$ cat src/pkg/rlmc_defines.vh
// constants for the repeater link/mode control register bank
// assumes: included by rtl files of this block only
`ifndef RLMC_DEFINES_VH
`define RLMC_DEFINES_VH

// ----------------------------------------
// register offsets
// ----------------------------------------
`define RLMC_OFS_ROLE_SPEED_MODE 8'h02
`define RLMC_OFS_FEATURE_CMD 8'h03
`define RLMC_OFS_RX_TUNING 8'h04

// ----------------------------------------
// field positions
// ----------------------------------------
`define RLMC_MODE_HI 2
`define RLMC_MODE_LO 0
`define RLMC_ROLE_HI 5
`define RLMC_ROLE_LO 4
`define RLMC_SPEED_HI 7
`define RLMC_SPEED_LO 6
`define RLMC_ESE1_BIT 0
`define RLMC_SQL_HI 5
`define RLMC_SQL_LO 4
`define RLMC_EQ_HI 2
`define RLMC_EQ_LO 0

// ----------------------------------------
// writable masks, reserved bits read zero
// ----------------------------------------
`define RLMC_MASK_ROLE_SPEED_MODE 8'hf7
`define RLMC_MASK_FEATURE_CMD 8'h01
`define RLMC_MASK_RX_TUNING 8'h37

// ----------------------------------------
// reset values
// ----------------------------------------
`define RLMC_RST_MODE 3'h0
`define RLMC_RST_ROLE 2'h0
`define RLMC_RST_SPEED 2'h0
`define RLMC_RST_SQL 2'h0
`define RLMC_RST_EQ 3'h0

// ----------------------------------------
// mode and role encodings
// ----------------------------------------
`define RLMC_MODE_AUTO 3'h0
`define RLMC_MODE_STANDBY 3'h1
`define RLMC_MODE_CONNECT 3'h2
`define RLMC_MODE_COMPLY 3'h3
`define RLMC_ROLE_DUAL 2'h0
`define RLMC_ROLE_HOST 2'h1
`define RLMC_ROLE_DEVICE 2'h2

// ----------------------------------------
// timing
// ----------------------------------------
`define RLMC_ESE1_CYCLES 8'h10

`endif

$ cat src/rtl/rlmc_sync2.v
// two flip-flop synchroniser for a single level
// assumes: input from outside the clock domain
`timescale 1ns/10ps
`default_nettype none

module rlmc_sync2 #(
  parameter RESET_VAL = 1'b0
) (
  input wire clock_in,
  input wire sys_rst_in,
  input wire async_in,
  output reg sync_out
);

  reg meta_reg;

  // ----------------------------------------
  // first stage feeds only the second
  // ----------------------------------------
  always @(posedge clock_in) begin
    if (sys_rst_in) begin
      meta_reg <= RESET_VAL;
      sync_out <= RESET_VAL;
    end else begin
      meta_reg <= async_in;
      sync_out <= meta_reg;
    end
  end

endmodule
`default_nettype wire

$ cat src/rtl/rlmc_regs.v
// link role/mode control, feature command and eusb2 rx tuning registers
// assumes: byte register port from the i2c target logic on clock_in;
// link state machine outside consumes the one-cycle command pulses
//
// Function
// three-bit mode field, resets zero; zero is auto, 4 to 7 do nothing
// mode one holds deep standby; registers keep their contents
// mode two forces connect.detect once, only at the write
// mode two written during an override is dropped for good
// connect.detect needs exactly one role bit; enter the matching role
// after the forced entry the link engine runs on its own
// mode three acts as cm.test, entering hs.l0 in the chosen role
// mode three with role 00 or 11 is ignored entirely
// writing one drives extended se1 then self-clears; zero does nothing
// host repeater drives extended se1 on hs disconnect automatically
// two-bit eusb2 squelch threshold stored and applied to the receiver
// three-bit eusb2 equalization stored, resets zero, 101-111 reserved
// role field 00 dual, 01 host, 10 device, 11 reserved
// reserved bits read zero and ignore writes
`include "rlmc_defines.vh"
`timescale 1ns/10ps
`default_nettype none

module rlmc_regs #(
  parameter ESE1_CYCLES = `RLMC_ESE1_CYCLES
) (
  input wire clock_in,
  input wire sys_rst_in,
  input wire ext_rst_n_in,
  input wire reg_wr_in,
  input wire [7:0] reg_addr_in,
  input wire [7:0] reg_wdata_in,
  output reg [7:0] reg_rdata_out,
  input wire host_role_active_in,
  input wire hs_disconnect_in,
  output reg [2:0] op_mode_out,
  output reg [1:0] role_out,
  output reg [1:0] speed_out,
  output reg deep_standby_out,
  output reg connect_detect_host_out,
  output reg connect_detect_device_out,
  output reg compliance_host_out,
  output reg compliance_device_out,
  output reg extended_se1_drive_out,
  output reg [1:0] rx_squelch_out,
  output reg [2:0] rx_equalization_out
);

  // ----------------------------------------
  // decode helpers
  // ----------------------------------------
  function one_role_bit;
    input [1:0] role;
    begin
      one_role_bit = (role == `RLMC_ROLE_HOST) || (role == `RLMC_ROLE_DEVICE);
    end
  endfunction

  function hit;
    input [7:0] addr;
    input [7:0] ofs;
    begin
      hit = (addr == ofs);
    end
  endfunction

  // ----------------------------------------
  // pin synchroniser for external reset
  // ----------------------------------------
  wire ext_rst_n_sync;

  rlmc_sync2 #(
    .RESET_VAL(1'b0)
  ) u_rst_sync (
    .clock_in(clock_in),
    .sys_rst_in(sys_rst_in),
    .async_in(ext_rst_n_in),
    .sync_out(ext_rst_n_sync)
  );

  // ----------------------------------------
  // register state
  // ----------------------------------------
  reg force_extended_single_ended_one_reg;
  reg [7:0] ese1_cnt_reg;
  reg [7:0] ese1_cnt_next;
  reg hs_disc_d_reg;

  wire wr_mode = reg_wr_in && hit(reg_addr_in, `RLMC_OFS_ROLE_SPEED_MODE);
  wire wr_feat = reg_wr_in && hit(reg_addr_in, `RLMC_OFS_FEATURE_CMD);
  wire wr_rx = reg_wr_in && hit(reg_addr_in, `RLMC_OFS_RX_TUNING);
  wire [2:0] new_mode = reg_wdata_in[`RLMC_MODE_HI:`RLMC_MODE_LO];
  wire [1:0] new_role = reg_wdata_in[`RLMC_ROLE_HI:`RLMC_ROLE_LO];
  // role for a command comes from the same write, as it shares the byte
  wire cmd_ok = one_role_bit(new_role);
  wire override_active = !ext_rst_n_sync;
  wire hs_disc_rise = hs_disconnect_in && !hs_disc_d_reg;
  wire ese1_start = (wr_feat && reg_wdata_in[`RLMC_ESE1_BIT]) ||
                    (host_role_active_in && hs_disc_rise);

  always @(posedge clock_in) begin
    if (sys_rst_in) begin
      op_mode_out <= `RLMC_RST_MODE;
      role_out <= `RLMC_RST_ROLE;
      speed_out <= `RLMC_RST_SPEED;
      rx_squelch_out <= `RLMC_RST_SQL;
      rx_equalization_out <= `RLMC_RST_EQ;
    end else begin
      if (wr_mode) begin
        op_mode_out <= new_mode;
        role_out <= new_role;
        speed_out <= reg_wdata_in[`RLMC_SPEED_HI:`RLMC_SPEED_LO];
      end
      if (wr_rx) begin
        rx_squelch_out <= reg_wdata_in[`RLMC_SQL_HI:`RLMC_SQL_LO];
        rx_equalization_out <= reg_wdata_in[`RLMC_EQ_HI:`RLMC_EQ_LO];
      end
    end
  end

  // ----------------------------------------
  // mode commands
  // ----------------------------------------
  // connect and compliance pulse only at the write, standby is a level; the link engine then runs free
  always @(posedge clock_in) begin
    if (sys_rst_in) begin
      deep_standby_out <= 1'b0;
      connect_detect_host_out <= 1'b0;
      connect_detect_device_out <= 1'b0;
      compliance_host_out <= 1'b0;
      compliance_device_out <= 1'b0;
    end else begin
      deep_standby_out <= (op_mode_out == `RLMC_MODE_STANDBY);
      connect_detect_host_out <= 1'b0;
      connect_detect_device_out <= 1'b0;
      compliance_host_out <= 1'b0;
      compliance_device_out <= 1'b0;
      if (wr_mode && (new_mode == `RLMC_MODE_CONNECT) && !override_active && cmd_ok) begin
        connect_detect_host_out <= (new_role == `RLMC_ROLE_HOST);
        connect_detect_device_out <= (new_role == `RLMC_ROLE_DEVICE);
      end
      if (wr_mode && (new_mode == `RLMC_MODE_COMPLY) && cmd_ok) begin
        compliance_host_out <= (new_role == `RLMC_ROLE_HOST);
        compliance_device_out <= (new_role == `RLMC_ROLE_DEVICE);
      end
    end
  end

  // ----------------------------------------
  // extended se1 generator
  // ----------------------------------------
  // bit reads one while a burst started by a write is on, then self-clears; automatic bursts leave it zero
  always @* begin
    ese1_cnt_next = ese1_cnt_reg;
    if (ese1_start) begin
      ese1_cnt_next = ESE1_CYCLES[7:0];
    end else if (ese1_cnt_reg != 8'h00) begin
      ese1_cnt_next = ese1_cnt_reg - 8'h01;
    end
  end

  always @(posedge clock_in) begin
    if (sys_rst_in) begin
      ese1_cnt_reg <= 8'h00;
      force_extended_single_ended_one_reg <= 1'b0;
      extended_se1_drive_out <= 1'b0;
      hs_disc_d_reg <= 1'b0;
    end else begin
      ese1_cnt_reg <= ese1_cnt_next;
      hs_disc_d_reg <= hs_disconnect_in;
      extended_se1_drive_out <= (ese1_cnt_next != 8'h00);
      if (wr_feat && reg_wdata_in[`RLMC_ESE1_BIT]) begin
        force_extended_single_ended_one_reg <= 1'b1;
      end else if (ese1_cnt_next == 8'h00) begin
        force_extended_single_ended_one_reg <= 1'b0;
      end
    end
  end

  // ----------------------------------------
  // read back
  // ----------------------------------------
  always @(posedge clock_in) begin
    if (sys_rst_in) begin
      reg_rdata_out <= 8'h00;
    end else begin
      case (reg_addr_in)
        `RLMC_OFS_ROLE_SPEED_MODE: begin
          reg_rdata_out <= {speed_out, role_out, 1'b0, op_mode_out} &
                           `RLMC_MASK_ROLE_SPEED_MODE;
        end
        `RLMC_OFS_FEATURE_CMD: begin
          reg_rdata_out <= {7'h00, force_extended_single_ended_one_reg} & `RLMC_MASK_FEATURE_CMD;
        end
        `RLMC_OFS_RX_TUNING: begin
          reg_rdata_out <= {2'h0, rx_squelch_out, 1'b0, rx_equalization_out} &
                           `RLMC_MASK_RX_TUNING;
        end
        default: begin
          reg_rdata_out <= 8'h00;
        end
      endcase
    end
  end

endmodule
`default_nettype wire

$ cat config.mk
export PLATFORM = sky130hd
export DESIGN_NAME = rlmc_regs
export DESIGN_NICKNAME = d
export VERILOG_FILES = /design/src/rtl/rlmc_sync2.v /design/src/rtl/rlmc_regs.v
export VERILOG_INCLUDE_DIRS = /design/src /design/src/pkg
export SDC_FILE = /design/constraint.sdc
export NUM_CORES = 1
export LEC_CHECK = 0
export BUFFER_PORTS_ARGS = -buffer_cell sky130_fd_sc_hd__buf_2
export CAP_MARGIN = 5
export CORE_MARGIN = 2
export CORE_UTILIZATION = 50
export DETAILED_ROUTE_END_ITERATION = 7
export GPL_TIMING_DRIVEN = 1
export PLACE_DENSITY = 0.78
export REMOVE_ABC_BUFFERS = 1
export SKIP_CTS_REPAIR_TIMING = 1
export SLEW_MARGIN = 15
export SYNTH_ARGS = -nofsm -noshare
export SYNTH_HDL_FRONTEND = slang
export SYNTH_HIERARCHICAL = 1
export SYNTH_SLANG_ARGS = --single-unit
$ cat constraint.sdc
create_clock -name clock_in -period 5.84 [get_ports clock_in]
set_clock_uncertainty 0.2 [all_clocks]
set_input_delay 1.168 -clock clock_in [delete_from_list [all_inputs] [get_ports clock_in]]
set_output_delay 1.168 -clock clock_in [all_outputs]
set_load 0.02 [all_outputs]
==> impl_table.tex, run 1 <==
\begin{tabular}{lr}
\hline
Metric & Value \\
\hline
\multicolumn{2}{l}{\textbf{Placement}} \\
\quad Port Buffer Count & 45 \\
\quad Area of placed instances & 1793 sq um \\
\quad Final HPWL DP & 2365 um \\
\quad Final RePlAce weighted congestion & 0.8349 \\
\multicolumn{2}{l}{\textbf{GRT}} \\
\quad Initial antenna violation count & 0 \\
\quad First-pass GRT wire length & 5209 um \\
\quad Via count of the first global-routing pass & 1,217 \\
\quad Pin count of the biggest net entering global routing & 26 \\
\quad GRT Residual Overflow & 0 \\
\quad Aggregate global-route resource usage & 19.46\% \\
\multicolumn{2}{l}{\textbf{Layout}} \\
\quad Number of nets at the end of the flow & 233 \\
\quad Final std cell area, no fill & 1878 sq um \\
\quad Total area of sequential cells & 740.7 sq um \\
\quad Footprint of the multi-input gates & 759.5 sq um \\
\quad Antenna Cells & 0 \\
\quad Relative area change from synthesis to final layout & 20.56\% \\
\quad Number of inserted filler cells in the final layout & 242 \\
\quad Fraction of final layout cells sized beyond drive strength 1 & 27.40\% \\
\quad Flip-flop count of the largest register after layout & 8 \\
\multicolumn{2}{l}{\textbf{Drt}} \\
\quad Remaining design rule violation count & 0 \\
\quad Vias & 1,313 \\
\quad Wirelength per Cell & 13.07 um \\
\quad Count of antenna-violating nets left after detailed routing & 0 \\
\quad Total wirelength of the detailed-routed design & 3150 um \\
\quad Initial DRT Pass Iterations & 4 \\
\quad Number of DRC markers after the initial detailed-route iteration & 55 \\
\quad Vias per cell & 5.448 \\
\multicolumn{2}{l}{\textbf{Power and ir drop}} \\
\quad Maximum VDD drop & 0.0001749 V \\
\quad Pwr dens & 368.4 nW/um\^{}2 \\
\quad Static leakage & 0.0009064 uW \\
\multicolumn{2}{l}{\textbf{Min path}} \\
\quad Endpoint of the worst hold-timing path & u\_rst\_sync/sync\_out \\
\quad Cells on Worst Hold Path & 1 \\
\quad Hold path startpoint & u\_rst\_sync/meta\_reg \\
\quad HP Class & flop to flop \\
\multicolumn{2}{l}{\textbf{CTS}} \\
\quad Htree depth & 2 \\
\quad Clock latency at the later pin of the worst-skew pair & 340 ps \\
\quad Number of CTS-inserted buffers & 5 \\
\quad TritonCTS clock tree & yes \\
\quad Number of buffers on the longest clock path & 2 \\
\quad Clock slew at the register clock pins of the worst setup and hold paths & 110 ps \\
\quad Root buffer selected by CTS & clkbuf\_4 \\
\quad Sinks on the clock net & 37 \\
\multicolumn{2}{l}{\textbf{Timing}} \\
\quad Slew at the pin closest to its max-slew limit & 659.9 ps \\
\quad Max-slew headroom at the worst pin & 55.89\% \\
\quad RSZ-0062 raised after global routing & false \\
\quad Sum of negative setup slack & 0 ps \\
\quad Fin crit share & 49.78\% \\
\quad Number of slew-limit violations in the final report & 0 \\
\quad Fin. Hold Viols & 0 \\
\quad Final setup fails & 0 \\
\quad Final critical path time including I/O delays and setup & 2907 ps \\
\quad Fmax achieved & 343.9 MHz \\
\multicolumn{2}{l}{\textbf{Synth}} \\
\quad XOR/XNOR share of the synthesized area & 1.687\% \\
\quad Yosys cell types & 36 \\
\quad Sequential-to-total area share from yosys stat & 47.55\% \\
\quad Mean instance size in the synthesized netlist & 9.675 sq um \\
\quad Cells after synthesis & 161 \\
\quad EDFF count, synth & 0 \\
\quad Fraction of the mapped netlist area in adder cells & 3.213\% \\
\quad Area of the mapped netlist & 1558 sq um \\
\quad Multiplexer share of the synthesized area & 10.36\% \\
\quad Most used DFF post-synth & dfxtp\_1 \\
\quad YS warnings & 6 \\
\quad Combinational family with the most area after synthesis & simple AND/OR/NAND/NOR gates \\
\quad Basic-gate share of the synthesized area counting and, or, nand and nor cells & 27.07\% \\
\quad Post-synthesis compound-gate area fraction & 6.185\% \\
\quad Synth Register Bits & 37 \\
\quad Async set or reset register ratio after synthesis & 0\% \\
\multicolumn{2}{l}{\textbf{Setup path}} \\
\quad Worst Setup Start Kind & primary input \\
\quad Endpoint of the most critical register-to-register path & force\_extended\_single\_ended\_one\_reg \\
\quad Critical path arrival & 2980 ps \\
\quad Worst reg-to-reg setup slack & 3710 ps \\
\quad Highest-delay cell along the critical path & or4b\_4 \\
\quad Kind of critical path & primary input to flop \\
\quad Maximum fanout encountered on the critical timing path & 10 \\
\quad Delay contributed by the slowest stage of the critical path & 690 ps \\
\quad Beginning of the worst register-to-register path & ese1\_cnt\_reg[0] \\
\quad Cell count of the worst reg-to-reg path & 6 \\
\quad Endpoint kind of the worst setup timing path & flop \\
\quad Cell-by-cell listing of the critical path & buf\_2, nor4b\_4, nand4b\_1, or4b\_4, nor2\_1 \\
\quad WP data required & 5920 ps \\
\multicolumn{2}{l}{\textbf{Floorplanning}} \\
\quad Die H & 59.82 um \\
\quad Std cell rows & 20 \\
\quad Boundary pin count & 48 \\
\quad Placeable Area & 3003 sq um \\
\quad Effective utilization at floorplan & 51.87\% \\
\quad Die width & 59.82 um \\
\quad Die Footprint & 3578 sq um \\
\multicolumn{2}{l}{\textbf{Outcome}} \\
\quad Status & complete, no violations \\
\multicolumn{2}{l}{\textbf{Job}} \\
\quad Number of maximum-capacitance constraint violations & 0 \\
\hline
\end{tabular}
[worst max-delay path by stage]
stage / from / endpoint / slack [ps] / depth (start not counted)
after floorplan: reg_addr_in[5] / connect_detect_device_out / 2980 / 4
after global placement: reg_addr_in[5] / connect_detect_device_out / 2660 / 5
after detailed placement: reg_addr_in[5] / connect_detect_device_out / 2610 / 5
after CTS: reg_addr_in[5] / connect_detect_device_out / 2940 / 5
after global routing: reg_addr_in[5] / connect_detect_device_out / 2810 / 5
final: reg_addr_in[5] / connect_detect_device_out / 2930 / 5
[final cells by class]
cell class | count | share of cell area, %
repair buffers | 45 | 11.99
flip-flops and latches | 37 | 39.44
clock buffers | 7 | 2.931
well taps | 33 | 2.199
inverters | 7 | 1.399
multi-input cells | 111 | 40.44
clock inverters | 1 | 1.599
[stage by stage]
step	power, uW	utilization, %	setup slack, ps	hold WS (ps)	std cells
2_1_floorplan	462.7	-	2980	213.8	155
6_report	691.9	62.54	2933	254.4	241
4_1_cts	696.4	62.54	2941	259.7	241
5_1_grt	732.5	62.54	2813	268.8	241
3_5_place_dp	509.6	59.71	2612	233.2	233
3_3_place_gp	501.7	59.71	2657	227.6	233
[cells in the final DEF (no fill, tap or decap), types with 4 or more instances in the layout]
cell / instances
nand2_1: 6
nor2b_1: 6
buf_2: 45
inv_1: 7
ha_1: 4
dfxtp_1: 37
clkbuf_4: 5
nor2_1: 29
nor4b_1: 6
a22oi_1: 5
mux2i_1: 15
nor3_1: 6
[report_power, final]
group	internal [uW]	switching, uW	total, uW	leakage [uW]
Clock	102	82.4	185	0.0000455
Combinational	90.8	113	204	0.000560
Sequential	278	25.4	304	0.000300
[metal layers]
layer | routed length, um | part of all wire [%] | track usage (%) | vias to the layer above
li1 | - | - | - | 657
met1 | 1349 | 43 | 23.89 | 599
met2 | 1494 | 47 | 30.43 | 49
met3 | 219 | 7.0 | 6.710 | 8
met4 | 86 | 2.7 | 9.206 | 0
met5 | 0 | 0 | 0 | -
[synth_stat cells, types with 2 or more instances]
cell type  number  share of area (%)
a21oi_1         2               0.64
a22oi_1         5                2.4
and2_1          2               0.80
and3_1          2               0.80
buf_4           2               0.96
clkbuf_1        3               0.72
dfxtp_1        37                 48
ha_1            4                3.2
inv_1           7                1.7
mux2i_1        15                9.6
nand2_1         6                1.4
nand4b_1        2                1.1
nor2_1         29                7.0
nor2b_1         6                2.4
nor3_1          6                1.9
nor3b_1         3                1.4
nor4b_1         6                3.4
o21ai_0         3               0.96
or3_1           2               0.80
xnor2_1         3                1.7
[kinds of logic after synthesis]
kind of cell    after synthesis
simple gates                 73
flops                        37
mux                          16
compound gates               14
buf+inv                      13
fa+ha+maj                     4
xor+xnor                      3
other cells                   1
[critical path, delay by kind of cell]
family / cells / cell delay (ps)
AND/OR/NAND/NOR: 4 / 1690
buffers and inverters: 1 / 120
(Power assumes the default switching activity.)
==> run 2, diff against run 1 <==
Settings changed: CORE_UTILIZATION 50 to 45, PLACE_DENSITY 0.78 to 0.74.
Clock period 5.84 ns to 2.5 ns, I/O delays scaled along.
==> impl_table.tex, run 2 (synthesis gave the netlist of run 1 again) <==
\begin{tabular}{lr}
\hline
Metric & Value \\
\hline
\multicolumn{2}{l}{\textbf{GRT}} \\
\quad Via count of the first global-routing pass & 1,240 (+1.9\%) \\
\quad Pin count of the biggest net entering global routing & 18 (-31\%) \\
\quad Most heavily used metal layer in global routing & met2 \\
\quad Aggregate global-route resource usage & 17.20\% (-2.3 points) \\
\quad Fraction of met2 tracks used by global routing & 28.76\% (-1.7 points) \\
\quad Initial antenna violation count & 0 (unchanged) \\
\quad GRT Residual Overflow & 0 (unchanged) \\
\quad Met3 usage & 3.784\% (-2.9 points) \\
\quad Met1 track utilization from global routing & 20.54\% (-3.3 points) \\
\quad First-pass GRT wire length & 5409 um (+3.8\%) \\
\multicolumn{2}{l}{\textbf{CTS}} \\
\quad Clock slew at the register clock pins of the worst setup and hold paths & 100 ps (about the same) \\
\quad Number of buffers on the longest clock path & 2 (unchanged) \\
\quad Sinks on the clock net & 37 (unchanged) \\
\quad Number of CTS-inserted buffers & 5 (unchanged) \\
\quad Root buffer selected by CTS & clkbuf\_4 \\
\quad TritonCTS clock tree & yes \\
\quad Clock latency at the later pin of the worst-skew pair & 340 ps (about the same) \\
\quad Htree depth & 2 (unchanged) \\
\multicolumn{2}{l}{\textbf{Layout}} \\
\quad Most frequent standard cell in the layout excluding fill and tap cells & buf\_2 \\
\quad Number of nets at the end of the flow & 237 (+1.7\%) \\
\quad Fraction of final layout cells sized beyond drive strength 1 & 28.44\% (+1.0 points) \\
\quad Relative area change from synthesis to final layout & 21.61\% \\
\quad Antenna Cells & 0 (unchanged) \\
\quad Final std cell area, no fill & 1894 sq um (+0.87\%) \\
\quad Highest-count cells in the layout ignoring fill and taps & 45 x buf\_2, 37 x dfxtp\_1, 29 x nor2\_1 \\
\quad Flip-flop count of the largest register after layout & 8 (unchanged) \\
\multicolumn{2}{l}{\textbf{Setup path}} \\
\quad Cell count of the worst reg-to-reg path & 6 (unchanged) \\
\quad Worst reg-to-reg setup slack & 570 ps (-3140 ps) \\
\quad WP data required & 2510 ps (-3410 ps) \\
\quad Critical path arrival & 1940 ps (-1040 ps) \\
\quad Kind of critical path & flop to flop \\
\quad Endpoint kind of the worst setup timing path & flop \\
\quad Worst Setup Start Kind & flop \\
\quad Maximum fanout encountered on the critical timing path & 4 (-6) \\
\multicolumn{2}{l}{\textbf{Drt}} \\
\quad Count of antenna-violating nets left after detailed routing & 0 (unchanged) \\
\quad Number of DRC markers after the initial detailed-route iteration & 78 (+42\%) \\
\quad Vias & 1,280 (-2.5\%) \\
\quad Wirelength per Cell & 12.29 um (-6.0\%) \\
\quad Remaining design rule violation count & 0 (unchanged) \\
\quad Initial DRT Pass Iterations & 4 (unchanged) \\
\quad Total wirelength of the detailed-routed design & 3159 um (+0.29\%) \\
\quad Vias per cell & 4.981 (-8.6\%) \\
\multicolumn{2}{l}{\textbf{Min path}} \\
\quad Cells on Worst Hold Path & 2 (+1) \\
\quad HP Class & primary input to flop \\
\multicolumn{2}{l}{\textbf{Timing}} \\
\quad Final critical path time including I/O delays and setup & 1930 ps \\
\quad Number of slew-limit violations in the final report & 0 (unchanged) \\
\quad Slew at the pin closest to its max-slew limit & 579.8 ps (-80.05 ps) \\
\quad Fin. Hold Viols & 0 (unchanged) \\
\quad Worst Hold Slack & 168.9 ps (-85.46 ps) \\
\quad Sum of negative setup slack & 0 ps (unchanged) \\
\quad RSZ-0062 raised after global routing & false \\
\quad Fin crit share & 77.21\% \\
\quad Final WS setup & 569.7 ps (-2363 ps) \\
\quad Fmax achieved & 518.0 MHz \\
\quad Final setup fails & 0 (unchanged) \\
\quad Max-slew headroom at the worst pin & 60.80\% (+4.9 points) \\
\multicolumn{2}{l}{\textbf{Floorplanning}} \\
\quad Effective utilization at floorplan & 46.68\% (-5.2 points) \\
\quad Die width & 62.84 um (+5.0\%) \\
\quad Std cell rows & 21 (+5.0\%) \\
\quad Placeable Area & 3337 sq um (+11\%) \\
\quad Boundary pin count & 48 (unchanged) \\
\quad Die H & 62.84 um (+5.0\%) \\
\quad Die Footprint & 3948 sq um (+10\%) \\
\multicolumn{2}{l}{\textbf{Power and ir drop}} \\
\quad Maximum VDD drop & 0.0004949 V (+180\%) \\
\quad Static leakage & 0.0009116 uW (+0.57\%) \\
\quad Pwr dens & 804.3 nW/um\^{}2 (+120\%) \\
\multicolumn{2}{l}{\textbf{Placement}} \\
\quad Final RePlAce weighted congestion & 0.8480 (+1.6\%) \\
\quad Worst slack after detailed placement & 385.8 ps (-2226 ps) \\
\quad Area of placed instances & 1839 sq um (+2.6\%) \\
\quad Final HPWL DP & 2353 um (-0.48\%) \\
\quad Port Buffer Count & 45 (unchanged) \\
\multicolumn{2}{l}{\textbf{Job}} \\
\quad Number of maximum-capacitance constraint violations & 0 (unchanged) \\
\multicolumn{2}{l}{\textbf{Outcome}} \\
\quad Status & complete, no violations \\
\hline
\end{tabular}
==> run 2: path summary, 6_finish.rpt <==
| check | startpoint | to |
|---|---|---|
| worst max-delay path | ese1_cnt_reg[0] | force_extended_single_ended_one_reg |
| worst min-delay path | ext_rst_n_in | u_rst_sync/meta_reg |
| worst min register to register | u_rst_sync/meta_reg | u_rst_sync/sync_out |
| worst max register to register | ese1_cnt_reg[0] | force_extended_single_ended_one_reg |
==> run 2: critical path, cell delays in order (launching register included) <==
cell	delay, ps
dfxtp_1	360
inv_1	100
ha_1	240
nand2b_1	120
a2111oi_0	80
nor4b_1	520
o311ai_0	180
==> run 2: power breakdown <==
| group | switching [uW] | internal, uW | total, uW | leakage (uW) |
|---|---|---|---|---|
| clock network | 185 | 133 | 318 | 0.0000314 |
| logic | 266 | 231 | 497 | 0.000580 |
| registers | 59.0 | 650 | 709 | 0.000300 |
| total | 510 | 1010 | 1520 | 0.000912 |
==> run 2: area by class of cell <==
class	instances	area (sq um)
fillers	331	1443
multi-input cells	111	759.5
flip-flops and latches	37	740.7
repair buffers	49	255.2
well taps	46	57.56
clock buffers	7	55.05
inverters	7	26.28
==> run 2: per-stage QoR <==
step                      utilization, %  std cells  total power [uW]
after floorplan                        -        155              1081
after global placement             55.12        250              1208
after detailed placement           55.12        250              1215
after CTS                          56.77        257              1532
after global routing               56.77        257              1645
final                              56.77        257              1524
==> run 2: per-layer routing <==
metal  wire [um]  share of wire, %
met1        1378                44
met5           0                 0
met3         156               4.9
met2        1573                50
met4          51               1.6
